## src/rtl/hpq_pkg.sv

```systemverilog
package hpq_pkg;
   // ***************************************************
   // register map (byte offsets on the 16-bit port)
   // ***************************************************
   localparam logic [2:0]  TXC_OFS     = 3'h0;
   localparam logic [2:0]  TXS_OFS     = 3'h2;
   localparam logic [2:0]  RXC_OFS     = 3'h4;
   localparam logic [15:0] REG_RST     = 16'h0000;
   localparam logic [15:0] TXC_RW_MASK = 16'h600F;
   localparam logic [15:0] RXC_RW_MASK = 16'h06FD;
   // transmit_control fields
   localparam int TXC_RUN  = 0;
   localparam int TXC_CRC  = 1;
   localparam int TXC_PAD  = 2;
   localparam int TXC_PGEN = 3;
   // receive_control fields
   localparam int RXC_RUN     = 0;
   localparam int RXC_HASH    = 2;
   localparam int RXC_CRCDROP = 3;
   localparam int RXC_PROMISC = 4;
   localparam int RXC_UCAST   = 5;
   localparam int RXC_MCAST   = 6;
   localparam int RXC_BCAST   = 7;
   localparam int RXC_BADCRC  = 9;
   localparam int RXC_PHONOR  = 10;
   // ***************************************************
   // frame and timing constants
   // ***************************************************
   localparam int TAG_W         = 6;
   localparam int CNT_W         = 7;
   localparam int MIN_FRAME_LEN = 64;
   localparam int FCS_LEN       = 4;
   localparam int PAD_LEN       = MIN_FRAME_LEN - FCS_LEN;
   localparam int ADDR_LEN      = 6;
   localparam int CLK_PERIOD_NS = 10;
   localparam int BIT_NS        = 10;
   localparam int QUANTUM_BITS  = 512;
   localparam int QUANTUM_CYC   = (QUANTUM_BITS * BIT_NS + CLK_PERIOD_NS - 1) / CLK_PERIOD_NS;
   localparam logic [31:0] CRC_POLY   = 32'hEDB88320;
   localparam logic [31:0] CRC_INIT   = 32'hFFFFFFFF;
   localparam logic [47:0] BCAST_ADDR = 48'hFFFFFFFFFFFF;
   // ***************************************************
   // carriers and states
   // ***************************************************
   typedef struct packed {logic [7:0] data; logic last; logic [TAG_W-1:0] tag;} hpq_tx_in_t;
   typedef struct packed {logic [7:0] data; logic last;} hpq_tx_out_t;
   typedef struct packed {logic [7:0] data; logic last; logic crc_err;} hpq_rx_beat_t;
   typedef struct packed {logic accept; logic keep_crc;} hpq_verdict_t;
   typedef enum logic [3:0] {TX_IDLE = 4'h1, TX_DATA = 4'h2, TX_PAD = 4'h4, TX_FCS = 4'h8} hpq_tx_state_t;
endpackage : hpq_pkg

```

## src/rtl/hpq_ctrl.sv

```systemverilog
`timescale 1ns/1ps
module hpq_ctrl #(
   parameter int BUF_DEPTH = 2
) (
   input  wire logic                 core_clk,
   input  wire logic                 rst_n,
   input  wire logic [2:0]           reg_addr,
   input  wire logic                 reg_wr,
   input  wire logic                 reg_rd,
   input  wire logic [15:0]          reg_wdata,
   output logic [15:0]               reg_rdata,
   input  wire hpq_pkg::hpq_tx_in_t  tx_in,
   input  wire logic                 tx_in_valid,
   output logic                      tx_in_ready,
   output hpq_pkg::hpq_tx_out_t      tx_out,
   output logic                      tx_out_valid,
   input  wire logic                 tx_out_ready,
   input  wire hpq_pkg::hpq_rx_beat_t rx_beat,
   input  wire logic                 rx_beat_valid,
   input  wire logic [47:0]          station_addr,
   input  wire logic                 rx_hash_hit,
   output hpq_pkg::hpq_verdict_t     rx_verdict,
   output logic                      rx_verdict_valid,
   input  wire logic                 rx_pause_rcvd,
   input  wire logic [15:0]          rx_pause_quanta,
   input  wire logic                 rx_fifo_at_thresh,
   input  wire logic                 sw_fc_en,
   output logic                      tx_pause_send
);
   import hpq_pkg::*;

   localparam int PW   = $clog2(BUF_DEPTH);
   localparam int PT_W = 16 + $clog2(QUANTUM_CYC) + 1;
   localparam logic [CNT_W-1:0] PAD_LAST = CNT_W'(PAD_LEN - 1);
   localparam logic [CNT_W-1:0] PAD_FULL = CNT_W'(PAD_LEN);
   localparam logic [CNT_W-1:0] MIN_LAST = CNT_W'(MIN_FRAME_LEN - 1);
   localparam logic [2:0]       ADDR_CNT = 3'(ADDR_LEN);

   generate
      if (BUF_DEPTH < 2 || (BUF_DEPTH & (BUF_DEPTH - 1)) != 0) begin : g_bad_depth
         $error("BUF_DEPTH must be a power of two, at least 2");
      end
   endgenerate

   // ***************************************************
   // register port
   // ***************************************************
   logic [15:0]      txc_reg;
   logic [15:0]      rxc_reg;
   logic [TAG_W-1:0] tx_tag_reg;
   logic [15:0]      reg_rdata_reg;

   // only writable bits are stored, so reserved ones stay zero
   always_ff @(posedge core_clk) begin
      if (!rst_n) begin
         txc_reg <= REG_RST;
         rxc_reg <= REG_RST;
      end else if (reg_wr) begin
         if (reg_addr == TXC_OFS) txc_reg <= reg_wdata & TXC_RW_MASK;
         if (reg_addr == RXC_OFS) rxc_reg <= reg_wdata & RXC_RW_MASK;
      end
   end

   // read data is registered; unmapped offsets read zero
   always_ff @(posedge core_clk) begin
      if (!rst_n) begin
         reg_rdata_reg <= REG_RST;
      end else if (reg_rd) begin
         unique case (reg_addr)
            TXC_OFS: reg_rdata_reg <= txc_reg;
            TXS_OFS: reg_rdata_reg <= 16'(tx_tag_reg);
            RXC_OFS: reg_rdata_reg <= rxc_reg;
            default: reg_rdata_reg <= REG_RST;
         endcase
      end
   end
   assign reg_rdata = reg_rdata_reg;

   // ***************************************************
   // transmit input buffer
   // ***************************************************
   hpq_tx_in_t  buf_mem [BUF_DEPTH];
   logic [PW-1:0] wr_ptr_reg;
   logic [PW-1:0] rd_ptr_reg;
   logic [PW:0]   cnt_reg;
   logic [PW:0]   cnt_next;
   logic          in_ready_reg;
   logic          buf_wr;
   logic          buf_pop;
   logic          buf_valid;
   hpq_tx_in_t    head;

   assign buf_wr    = tx_in_valid && in_ready_reg;
   assign buf_valid = (cnt_reg != '0);
   assign head      = buf_mem[rd_ptr_reg];
   assign cnt_next  = cnt_reg + (PW+1)'(buf_wr) - (PW+1)'(buf_pop);

   always_ff @(posedge core_clk) begin
      if (buf_wr) buf_mem[wr_ptr_reg] <= tx_in;
   end

   // ready is a flop fed from the next count: it drops on the same edge that fills the buffer
   always_ff @(posedge core_clk) begin
      if (!rst_n) begin
         wr_ptr_reg   <= '0;
         rd_ptr_reg   <= '0;
         cnt_reg      <= '0;
         in_ready_reg <= 1'b0;
      end else begin
         if (buf_wr) wr_ptr_reg <= wr_ptr_reg + PW'(1);
         if (buf_pop) rd_ptr_reg <= rd_ptr_reg + PW'(1);
         cnt_reg      <= cnt_next;
         in_ready_reg <= (cnt_next != (PW+1)'(BUF_DEPTH));
      end
   end
   assign tx_in_ready = in_ready_reg;

   // ***************************************************
   // transmit sequencer
   // ***************************************************
   hpq_tx_state_t    st_reg;
   hpq_tx_state_t    st_next;
   logic [CNT_W-1:0] cnt_b_reg;
   logic [31:0]      crc_reg;
   logic [1:0]       fcs_idx_reg;
   logic             fr_pad_reg;
   logic             fr_crc_reg;
   logic [TAG_W-1:0] cur_tag_reg;
   hpq_tx_out_t      tx_out_reg;
   logic             tx_out_valid_reg;
   logic [PT_W-1:0]  pause_tmr_reg;
   logic             pause_active;
   logic             adv;
   logic             emit;
   logic             emit_last;
   logic             finish;
   logic [7:0]       emit_d;

   function automatic logic [31:0] crc_byte(input logic [31:0] c, input logic [7:0] d);
      logic [31:0] r;
      r = c;
      for (int i = 0; i < 8; i++) r = (r[0] ^ d[i]) ? ((r >> 1) ^ CRC_POLY) : (r >> 1);
      return r;
   endfunction : crc_byte

   assign adv          = !tx_out_valid_reg || tx_out_ready;
   assign pause_active = (pause_tmr_reg != '0);

   // next state and the byte offered to the output stage
   always_comb begin
      st_next   = st_reg;
      buf_pop   = 1'b0;
      emit      = 1'b0;
      emit_last = 1'b0;
      finish    = 1'b0;
      emit_d    = 8'h00;
      unique case (st_reg)
         TX_IDLE: begin
            // a new frame only starts while running and not paused
            if (txc_reg[TXC_RUN] && !pause_active && buf_valid) st_next = TX_DATA;
         end
         TX_DATA: begin
            if (adv && buf_valid) begin
               buf_pop = 1'b1;
               emit    = 1'b1;
               emit_d  = head.data;
               if (head.last) begin
                  if (fr_pad_reg && cnt_b_reg < PAD_LAST) st_next = TX_PAD;
                  else if (fr_crc_reg) st_next = TX_FCS;
                  else begin
                     emit_last = 1'b1;
                     finish    = 1'b1;
                     st_next   = TX_IDLE;
                  end
               end
            end
         end
         TX_PAD: begin
            if (adv) begin
               emit = 1'b1;
               if (cnt_b_reg == PAD_LAST) begin
                  if (fr_crc_reg) st_next = TX_FCS;
                  else begin
                     emit_last = 1'b1;
                     finish    = 1'b1;
                     st_next   = TX_IDLE;
                  end
               end
            end
         end
         TX_FCS: begin
            if (adv) begin
               emit   = 1'b1;
               emit_d = ~crc_reg[7:0];
               if (fcs_idx_reg == 2'h3) begin
                  emit_last = 1'b1;
                  finish    = 1'b1;
                  st_next   = TX_IDLE;
               end
            end
         end
      endcase
   end

   // per-frame settings are frozen at the start so a write mid-frame is harmless
   always_ff @(posedge core_clk) begin
      if (!rst_n) begin
         st_reg      <= TX_IDLE;
         fr_pad_reg  <= 1'b0;
         fr_crc_reg  <= 1'b0;
         cur_tag_reg <= '0;
      end else begin
         st_reg <= st_next;
         if (st_reg == TX_IDLE && st_next == TX_DATA) begin
            fr_pad_reg  <= txc_reg[TXC_PAD];
            fr_crc_reg  <= txc_reg[TXC_CRC];
            cur_tag_reg <= head.tag;
         end
      end
   end

   // byte count saturates once the pad length is reached
   always_ff @(posedge core_clk) begin
      if (!rst_n || st_reg == TX_IDLE) begin
         cnt_b_reg   <= '0;
         crc_reg     <= CRC_INIT;
         fcs_idx_reg <= 2'h0;
      end else if (emit) begin
         if (cnt_b_reg != PAD_FULL) cnt_b_reg <= cnt_b_reg + CNT_W'(1);
         if (st_reg == TX_FCS) begin
            crc_reg     <= crc_reg >> 8;
            fcs_idx_reg <= fcs_idx_reg + 2'h1;
         end else begin
            crc_reg <= crc_byte(crc_reg, emit_d);
         end
      end
   end

   // output register, held until the receiver takes it
   always_ff @(posedge core_clk) begin
      if (!rst_n) begin
         tx_out_reg       <= '0;
         tx_out_valid_reg <= 1'b0;
      end else if (emit) begin
         tx_out_reg       <= '{data: emit_d, last: emit_last};
         tx_out_valid_reg <= 1'b1;
      end else if (tx_out_ready) begin
         tx_out_valid_reg <= 1'b0;
      end
   end
   assign tx_out       = tx_out_reg;
   assign tx_out_valid = tx_out_valid_reg;

   // status belongs to the frame just completed
   always_ff @(posedge core_clk) begin
      if (!rst_n) tx_tag_reg <= '0;
      else if (finish) tx_tag_reg <= cur_tag_reg;
   end

   // ***************************************************
   // flow control
   // ***************************************************
   // a zero quanta pause cancels a running pause
   always_ff @(posedge core_clk) begin
      if (!rst_n || !rxc_reg[RXC_PHONOR]) pause_tmr_reg <= '0;
      else if (rx_pause_rcvd) pause_tmr_reg <= PT_W'(rx_pause_quanta) * PT_W'(QUANTUM_CYC);
      else if (pause_active) pause_tmr_reg <= pause_tmr_reg - PT_W'(1);
   end

   logic tx_pause_send_reg;
   // the switch-wide enable gates generation as well
   always_ff @(posedge core_clk) begin
      if (!rst_n) tx_pause_send_reg <= 1'b0;
      else tx_pause_send_reg <= txc_reg[TXC_PGEN] && sw_fc_en && rx_fifo_at_thresh;
   end
   assign tx_pause_send = tx_pause_send_reg;

   // ***************************************************
   // receive filter
   // ***************************************************
   logic         in_frame_reg;
   logic         live_reg;
   logic [2:0]   idx_reg;
   logic [47:0]  dst_reg;
   logic         live_now;
   logic         is_mcast;
   logic         is_bcast;
   logic         addr_ok;
   hpq_verdict_t verdict_reg;
   logic         verdict_valid_reg;

   assign live_now = in_frame_reg ? live_reg : rxc_reg[RXC_RUN];
   assign is_mcast = dst_reg[40];
   assign is_bcast = (dst_reg == BCAST_ADDR);
   assign addr_ok  = rxc_reg[RXC_PROMISC]
                  || (rxc_reg[RXC_BCAST] && is_bcast)
                  || (rxc_reg[RXC_MCAST] && is_mcast)
                  || (rxc_reg[RXC_HASH] && is_mcast && rx_hash_hit)
                  || (rxc_reg[RXC_UCAST] && !is_mcast && dst_reg == station_addr);

   // destination is gathered from the first six bytes, first octet on top
   always_ff @(posedge core_clk) begin
      if (!rst_n) begin
         in_frame_reg <= 1'b0;
         live_reg     <= 1'b0;
         idx_reg      <= 3'h0;
         dst_reg      <= '0;
      end else if (rx_beat_valid) begin
         in_frame_reg <= !rx_beat.last;
         live_reg     <= live_now;
         if (idx_reg != ADDR_CNT) dst_reg <= {dst_reg[39:0], rx_beat.data};
         if (rx_beat.last) idx_reg <= 3'h0;
         else if (idx_reg != ADDR_CNT) idx_reg <= idx_reg + 3'h1;
      end
   end

   // one verdict per frame started while running
   always_ff @(posedge core_clk) begin
      if (!rst_n) begin
         verdict_reg       <= '0;
         verdict_valid_reg <= 1'b0;
      end else begin
         verdict_valid_reg <= rx_beat_valid && rx_beat.last && live_now;
         if (rx_beat_valid && rx_beat.last) begin
            verdict_reg.accept   <= addr_ok && (!rx_beat.crc_err || rxc_reg[RXC_BADCRC]);
            verdict_reg.keep_crc <= !rxc_reg[RXC_CRCDROP];
         end
      end
   end
   assign rx_verdict       = verdict_reg;
   assign rx_verdict_valid = verdict_valid_reg;

   // ***************************************************
   // checks
   // ***************************************************
   logic [CNT_W-1:0] ob_cnt_reg;
   logic             rx_end;
   assign rx_end = rx_beat_valid && rx_beat.last;
   always_ff @(posedge core_clk) begin
      if (!rst_n || finish) ob_cnt_reg <= '0;
      else if (emit && ob_cnt_reg != '1) ob_cnt_reg <= ob_cnt_reg + CNT_W'(1);
   end
endmodule : hpq_ctrl

```

## config.mk

```make
export PLATFORM = sky130hd
export DESIGN_NAME = hpq_ctrl
export DESIGN_NICKNAME = d
export VERILOG_FILES = /design/src/rtl/hpq_pkg.sv /design/src/rtl/hpq_ctrl.sv
export SDC_FILE = /design/constraint.sdc
export NUM_CORES = 1
export LEC_CHECK = 0
export ABC_AREA = 1
export BUFFER_PORTS_ARGS = -buffer_cell sky130_fd_sc_hd__buf_2
export CORE_ASPECT_RATIO = 1.1
export CORE_MARGIN = 2
export CORE_UTILIZATION = 43
export DETAILED_ROUTE_END_ITERATION = 12
export GPL_TIMING_DRIVEN = 1
export MAX_ROUTING_LAYER = met4
export PLACE_DENSITY = 0.72
export SLEW_MARGIN = 0
export SYNTH_ARGS = -nofsm -noshare
export SYNTH_HDL_FRONTEND = slang
export SYNTH_SLANG_ARGS = --single-unit
```

## constraint.sdc

```tcl
create_clock -name core_clk -period 1.81 [get_ports core_clk]
set_input_delay 0 -clock core_clk [delete_from_list [all_inputs] [get_ports core_clk]]
set_output_delay 0 -clock core_clk [all_outputs]
set_load 0.01 [all_outputs]
```

==> results of run 1 <==
layout make-up:
type                            count  area (um2)  share of cell area [%]
Sequential cell                   215        4630                    27.3
Clock buffer                       36         696                    4.10
Clock inverter                      5         100                   0.590
Multi-Input combinational cell   1072        6980                    41.1
Inverter                          166         666                    3.92
Tap cell                          310         388                    2.29
Timing Repair Buffer              450        3520                    20.7
stage by stage:
step	power (mW)	setup slack [ps]	util, %	hold WS [ps]
2_1_floorplan	5.66	4.63	-	98.9
3_3_place_gp	6.02	-495	52.2	189
3_5_place_dp	6.04	-542	52.2	191
4_1_cts	11.1	-190	63.4	21.0
5_1_grt	11.6	-405	69.1	105
6_report	11.2	-358	69.1	36.6
where the power goes:
part           switching (mW)  internal (mW)  leakage [nW]
Sequential              0.102           5.00          1.79
Clock                    2.03           2.94         0.387
Combinational           0.617          0.495          5.37
Total                    2.75           8.43          7.55
synthesized netlist by cell type (7+ instances only):
| cell | number |
|---|---|
| sky130_fd_sc_hd__a21oi_1 | 102 |
| sky130_fd_sc_hd__a221oi_1 | 12 |
| sky130_fd_sc_hd__a31oi_1 | 11 |
| sky130_fd_sc_hd__buf_4 | 7 |
| sky130_fd_sc_hd__clkbuf_1 | 39 |
| sky130_fd_sc_hd__dfxtp_1 | 185 |
| sky130_fd_sc_hd__edfxtp_1 | 30 |
| sky130_fd_sc_hd__ha_1 | 9 |
| sky130_fd_sc_hd__inv_1 | 154 |
| sky130_fd_sc_hd__inv_2 | 12 |
| sky130_fd_sc_hd__nand2_1 | 409 |
| sky130_fd_sc_hd__nand2_2 | 17 |
| sky130_fd_sc_hd__nand3_1 | 114 |
| sky130_fd_sc_hd__nand3_2 | 7 |
| sky130_fd_sc_hd__nand4_1 | 25 |
| sky130_fd_sc_hd__nor2_1 | 115 |
| sky130_fd_sc_hd__nor2_2 | 7 |
| sky130_fd_sc_hd__nor3_1 | 18 |
| sky130_fd_sc_hd__nor4_1 | 7 |
| sky130_fd_sc_hd__o211ai_1 | 12 |
| sky130_fd_sc_hd__o21ai_0 | 104 |
| sky130_fd_sc_hd__o21bai_1 | 7 |
| sky130_fd_sc_hd__o22ai_1 | 13 |
| sky130_fd_sc_hd__xnor2_1 | 9 |
| sky130_fd_sc_hd__xor2_1 | 23 |
per-layer routing:
metal,vias up,part of all wire [%],track usage [%]
met5,-,0,-
met3,205,6.5,3.21
li1,5824,-,-
met1,5787,37,31.8
met4,0,6.0,10.0
met2,548,50,46.8
what timing repair did:
action	CTS	global route
buffers inserted	33	33
pin swaps	59	111
resized for setup	207	274
hold buffers	89	0
gates cloned	3	1
hold endpoints to repair	104	0
endpoints found under the setup margin	77	72
logic make-up (layout without fill, tap and decap cells):
group	count (synthesis)	in the layout	synth area share, %
xor gates and xnor gates	32	32	2.60
AOI/OAI and AO/OA	287	287	15.3
and+or+nand+nor	739	740	30.1
DFF	215	215	42.8
buffers and inverters	221	657	8.16
adders and majority gates	9	9	1.05
other	1	4	0.0349
critical path, stage by stage (launching register included):
cell	delay (ps)
sky130_fd_sc_hd__dfxtp_2	340
sky130_fd_sc_hd__inv_4	70
sky130_fd_sc_hd__buf_6	100
sky130_fd_sc_hd__nand2_2	60
sky130_fd_sc_hd__nor2_4	230
sky130_fd_sc_hd__nand3_4	170
sky130_fd_sc_hd__nand2_4	130
sky130_fd_sc_hd__nand2_4	90
sky130_fd_sc_hd__nand2_8	120
sky130_fd_sc_hd__buf_6	120
sky130_fd_sc_hd__nand2_2	60
sky130_fd_sc_hd__nand2_4	110
sky130_fd_sc_hd__nand2_2	60
sky130_fd_sc_hd__nand2_2	100
sky130_fd_sc_hd__nand3b_1	120
sky130_fd_sc_hd__nand3_1	110
sky130_fd_sc_hd__nand2_1	90
how the worst max path moves through the flow:
stage / start / end / slack, ps / cells past startpoint
floorplan: tx_out_valid / cnt_reg[1] / 5 / 10
global placement: st_reg[3] / crc_reg[27] / -490 / 15
detailed placement: st_reg[3] / crc_reg[23] / -540 / 15
CTS: st_reg[2] / crc_reg[24] / -190 / 18
global route: st_reg[0] / crc_reg[19] / -410 / 16
finish: st_reg[0] / crc_reg[19] / -360 / 16
==> impl_summary.md, run 1 <==
Clock tree
Counting every sink on the clock net gives approximately 220. The clock insertion delay at the later pin of the skew report is ~550 ps. In this run the number of H-tree levels came out at 1.

After clock tree synthesis, the clock-pin slew on the worst setup and hold paths is ~70 ps. The cell sitting at the root of the clock tree is a sky130_fd_sc_hd__clkbuf_16. The clock passes through at most 3 buffers. The clock buffer count from CTS is 24. TritonCTS built the clock tree.

Final layout
In the final design database the tool counted approximately 2000 nets. The share of final-layout standard cells stronger than drive strength 1 is a little under two fifths. Compared with the post-synthesis result, the final layout area differs by 57.7%.

The number of antenna diodes in the final layout is 0. The total non-filler cell area in the finished layout is about 17000 um2. In the layout the commonest cells are 287 x sky130_fd_sc_hd__nand2_1, 176 x sky130_fd_sc_hd__buf_4, 174 x sky130_fd_sc_hd__dfxtp_1, 141 x sky130_fd_sc_hd__inv_1, 141 x sky130_fd_sc_hd__buf_2. The count of filler cells inserted in the layout is between 1500 and 2000. The number of cells in the finished layout apart from fillers is 2254. The most common library cell in the layout ignoring fill and taps is sky130_fd_sc_hd__nand2_1. The flip-flop count of the largest register, all copies and words added is 48.

STA
In this run the tightest slew margin relative to its limit is approximately two thirds. The slew at the pin closest to its max-slew limit is 503 ps. The minimum setup slack in the final design is -358 ps. The final-report max-slew violation count is 0.

Setup violations remaining at the end of the flow were counted as 60. The smallest clock period supported by the final layout is computed as about 2200 ps. The maximum clock rate is around 460 MHz. The worst-case clock skew is roughly 35 ps. The total negative slack is -9450 ps. In the finished design, the share of the clock period the worst path needs comes to 120%. Setup repair after global routing could not meet its margin everywhere. The total count of hold-check failures in the final report is 0.

Drt
The number of nets with antenna violations after routing is 0. Dividing the detail-routed via count by the number of cells gives roughly 5.5. The total via count in the routed design is ~12000. For this run, design rule violations remaining after detail routing come to 0. The wire length reported by the detailed router is a little over 40 mm. The detailed router's first-iteration violation count is between 800 and 900. The count of TritonRoute iterations in the first routing pass is 6.

The average routed wire per standard cell is between 15 and 20 um.

Power
The power per cell area is 659 nW/um2. The worst-case IR drop observed on VDD is approximately 730 uV. The static leakage is 7.55 nW.

Synth
The mean post-synth cell area is slightly above 7 um2. Synthesis handed over a netlist of approximately 1500 instances. Sorting the synthesized cells by area gives the leading types as sky130_fd_sc_hd__dfxtp_1 34%, sky130_fd_sc_hd__nand2_1 14%, sky130_fd_sc_hd__edfxtp_1 8.4%. The share of synthesized area in the top cell type comes to between 30% and 40%.

Sequential elements use 42.8% of the synthesized area. Synthesis inferred 215 register bits. The most used flip-flop cell after synthesis is sky130_fd_sc_hd__dfxtp_1.

The area of the mapped netlist is about 11000 um2. Counting flops with an async set or reset pin after synthesis yields a share of 0%. During synthesis, Yosys emitted a total of 0 warnings. The library cell occupying the most area in the post-synthesis netlist is sky130_fd_sc_hd__dfxtp_1. The count of distinct cell types in the synthesized netlist is between 50 and 60. The count of flip-flops with a built-in enable after synthesis is 30.

Floorplanning
The floorplan has 60 rows. The overall die height is 170 um. From left edge to right edge, the die measures 155 um. The die covers between 20000 and 30000 um2.

Pin placement for this block handled 150 I/O pins. The region available for standard cell placement spans 24500 um2. The starting density of the core is between 40% and 50%.

Global route
The first global-routing pass estimated approximately 56 mm of wire. The overall routing resource usage is between 20 and 30%. The number of antenna violations at the first check in global routing is 0.

The pin count of the biggest net entering global routing is 85. The total overflow left after global routing is 0. The number of global-route vias before repair is between 10000 and 15000.

Flow run
The tool flagged a number of max-cap violations equal to 0.

Min path
The path with the worst hold slack has its endpoint at rx_verdict[1]. The hold path depth is 8. The class of the most critical hold timing path is in2reg.

The startpoint of the most critical hold path is station_addr[40].

Placed design
The sum of net half-perimeters after detailed placement is between 20 and 25 mm. The number of buffers inserted by port buffering is between 100 and 150. The instance area after placement is between 10000 and 15000 um2.

The placed instance count is about 2100. At the end of routability-driven placement, the weighted congestion stood at between 0.9 and 1.

Worst setup path
The end of the worst register-to-register path is crc_reg[19]. For the worst setup path, the data arrival time is 2660 ps. The critical path in this run is classified as reg2reg. The required time of the critical path is between 2000 and 2500 ps.

In this run the critical register-to-register path is launched from st_reg[0]. The depth of the worst register-to-register path is 16. Of all nets on the critical path, the largest fanout is 5. The internal reg-to-reg setup slack is -360 ps. The worst setup path is captured at a register.

The worst setup path is launched from a register.

Outcome
The checks that failed: setup timing. The run finished, with violations left.
Power figures use the tool's default switching activity.
==> run 2: changes to the inputs <==
--- a/config.mk
+++ b/config.mk
@@ -13,7 +13,7 @@
 export DETAILED_ROUTE_END_ITERATION = 12
 export GPL_TIMING_DRIVEN = 1
 export MAX_ROUTING_LAYER = met4
-export PLACE_DENSITY = 0.72
+export PLACE_DENSITY = 0.7
 export SLEW_MARGIN = 0
 export SYNTH_ARGS = -nofsm -noshare
 export SYNTH_HDL_FRONTEND = slang
==> constraint.sdc (replaced) <==
create_clock -name core_clk -period 2.4 [get_ports core_clk]
set_input_delay 0 -clock core_clk [delete_from_list [all_inputs] [get_ports core_clk]]
set_output_delay 0 -clock core_clk [all_outputs]
set_load 0.01 [all_outputs]
==> impl_summary.md, run 2 (synthesis gave the netlist of run 1 again) <==
Global route
The overall routing resource usage is 23.0%. The number of global-route vias before repair is between 10000 and 15000. The first-pass GRT wire length is ~49 mm. The total congestion overflow is 0. Entering global routing, the biggest net connects 68 pins. The number of antenna violations at the first check in global routing is 0.

STA
Derived from the worst setup path, the maximum achievable clock frequency is between 400 and 500 MHz. The final-report max-slew violation count is 0. The total count of hold-check failures in the final report is 0. For the pin with the worst max-slew slack, the measured transition is 709 ps. Setup repair after global routing left no endpoint under its margin. The time the final worst path needs with I/O delays and setup is about 2200 ps.

The headroom to the max-slew limit is a little over half. The ratio of final minimum period to clock period is around 90%. In the final timing run, aggregate negative setup slack is 0 ps.

Setup violations remaining at the end of the flow were counted as 0. Across the routed clock network, the largest skew measured is 17.9 ps.

Final layout
The share of final-layout standard cells stronger than drive strength 1 is ~16%. The final standard cell utilization of the core is a little under three fifths. Relative to the synthesized area, the layout overhead comes to 25.6%. 0 antenna diodes ended up in the layout. Leaving out fill and tap cells, the most frequent cell in the layout is sky130_fd_sc_hd__nand2_1. The register with the most flip-flops in the layout has 48 of them. The count of filler cells inserted in the layout is roughly 2300. The top cell types in the final layout, fill and taps aside, are 406 x sky130_fd_sc_hd__nand2_1, 184 x sky130_fd_sc_hd__dfxtp_1, 154 x sky130_fd_sc_hd__inv_1, 141 x sky130_fd_sc_hd__buf_2, 114 x sky130_fd_sc_hd__nand3_1. The final net count is around 1900.

Clock tree
The clock insertion delay at the later pin of the skew report is 520 ps. The clock transition at the registers of the reported paths is roughly 60 ps. The buffer cell driving the clock tree root is sky130_fd_sc_hd__clkbuf_16. The TritonCTS clock tree is yes. The level count of the clock H-tree is 1. The longest clock path from root to sink contains 3 buffers. The clock buffer count from CTS is 24. The number of clock sinks is 215.

Drt
The count of TritonRoute iterations in the first routing pass is 6. The wire length reported by the detailed router is 29.8 mm. The ratio of routed vias to standard cells is between 5 and 6. The number of nets with antenna violations after routing is 0. The total via count in the routed design is approximately 11000.

Dividing the detail-routed wire length by the instance count gives 14.4 um. For this run, design rule violations remaining after detail routing come to 0. The detailed router's first-iteration violation count is approximately 650.

Worst setup path
STA classifies the critical path startpoint as a register. The most repeated library cell on the critical path is sky130_fd_sc_hd__nand2_1. The worst path buffer plus inverter count is 2.

The worst endpoint data arrival time is between 2000 and 3000 ps. The worst stage delay on the critical path is about 350 ps. The kind of cell adding the most delay to the critical path is simple AND/OR/NAND/NOR gates. At the worst endpoint, the required time is ~2800 ps.

The critical path goes through nor2_1 -> nand3_1 -> nor2_4 -> buf_4 -> nand2_2 -> nand3_1 -> nand2_1 -> nand2_1 -> nand2_1 -> nand2_1 -> nand2_1 -> inv_2 -> nand3_1 -> nand3_1 -> nand2_1. The largest driver fanout on the critical path is 8. The endpoint type of the worst setup path is a register. The slowest stage cell on the critical path is sky130_fd_sc_hd__dfxtp_1. The setup path with the least slack is of type reg2reg.

Placed design
The sum of net half-perimeters after detailed placement is 21.1 mm. Buffers placed on the I/O ports in this run total ~140. The routability congestion estimate is 0.945.

Outcome
The flow ran to the end, and the final reports show no timing, DRC or antenna violations.

Floorplanning
The overall die height is between 150 and 200 um. After floorplanning, the core was divided into 60 placement rows. Once the floorplan was initialized, standard cells occupied 43.8% of the core.

Pin placement for this block handled 150 I/O pins. The die covers 26300 um2. The core outline area is 24500 um2. The die is about 150 um wide.

Flow run
The tool flagged a number of max-cap violations equal to 0.

Power
The static leakage is roughly 6.1 nW. The worst voltage drop across the vdd grid is roughly 450 uV. Dividing total power by cell area gives a power density of a little under 600 nW/um2. Total power for the finished layout comes to 8.03 mW.

Min path
The class of the most critical hold timing path is in2reg.
run 2: layer usage:
metal | vias up | share of wire (%) | global-route usage (%)
li1 | 5438 | - | -
met1 | 4795 | 44 | 28.9
met2 | 295 | 48 | 38.7
met3 | 56 | 5.8 | 3.21
met4 | 0 | 2.7 | 6.88
met5 | - | 0 | -
run 2: what timing repair did:
| action | CTS | global route |
|---|---|---|
| resized for setup | 0 | 7 |
| endpoints found under the setup margin | 0 | 21 |
| setup buffers | 0 | 8 |
| hold buffers | 89 | 0 |
| hold endpoints to repair | 112 | 0 |
run 2: worst reg2reg max path, delay by kind of cell, from the launching register on:
family / cells / cell delay, ps
buf+inv: 2 / 260
flops: 1 / 350
simple gates: 13 / 1480
run 2: layout make-up:
cell class / count / area [um2] / area share, %
sequential: 215 / 4610 / 34.1
clock inverter: 5 / 63.8 / 0.472
multi-input combinational: 1071 / 5310 / 39.3
inverter: 166 / 626 / 4.63
timing repair buffer: 262 / 1850 / 13.7
tap: 310 / 388 / 2.87
clock buffer: 36 / 676 / 5.00
run 2: report_power, final:
part / leakage [nW] / switching [mW] / internal [mW]
Clock: 0.357 / 1.44 / 2.04
Sequential: 1.78 / 0.0765 / 3.77
Combinational: 4.01 / 0.384 / 0.311
Total: 6.15 / 1.90 / 6.13
run 2: stage by stage:
step / worst slack (ps) / instances / area, um2 / hold slack, ps
final: 198 / 2065 / 13500 / 64.4
after global routing: 1.46 / 2065 / 13500 / 100
after CTS: 80.8 / 2057 / 13400 / 45.8
after detailed placement: 126 / 1927 / 11800 / 194
after global placement: 179 / 1927 / 11800 / 188
after floorplan: 595 / 1507 / 10800 / 98.9
run 2: worst paths after layout:
check | startpoint | endpoint | slack [ps] | cells after the start
worst min register to register | fcs_idx_reg[1] | fcs_idx_reg[1] | 460 | 2
worst max-delay path | st_reg[2] | crc_reg[20] | 200 | 15
worst min-delay path | rst_n | crc_reg[30] | 60 | 5
worst max register to register | st_reg[2] | crc_reg[20] | 200 | 15
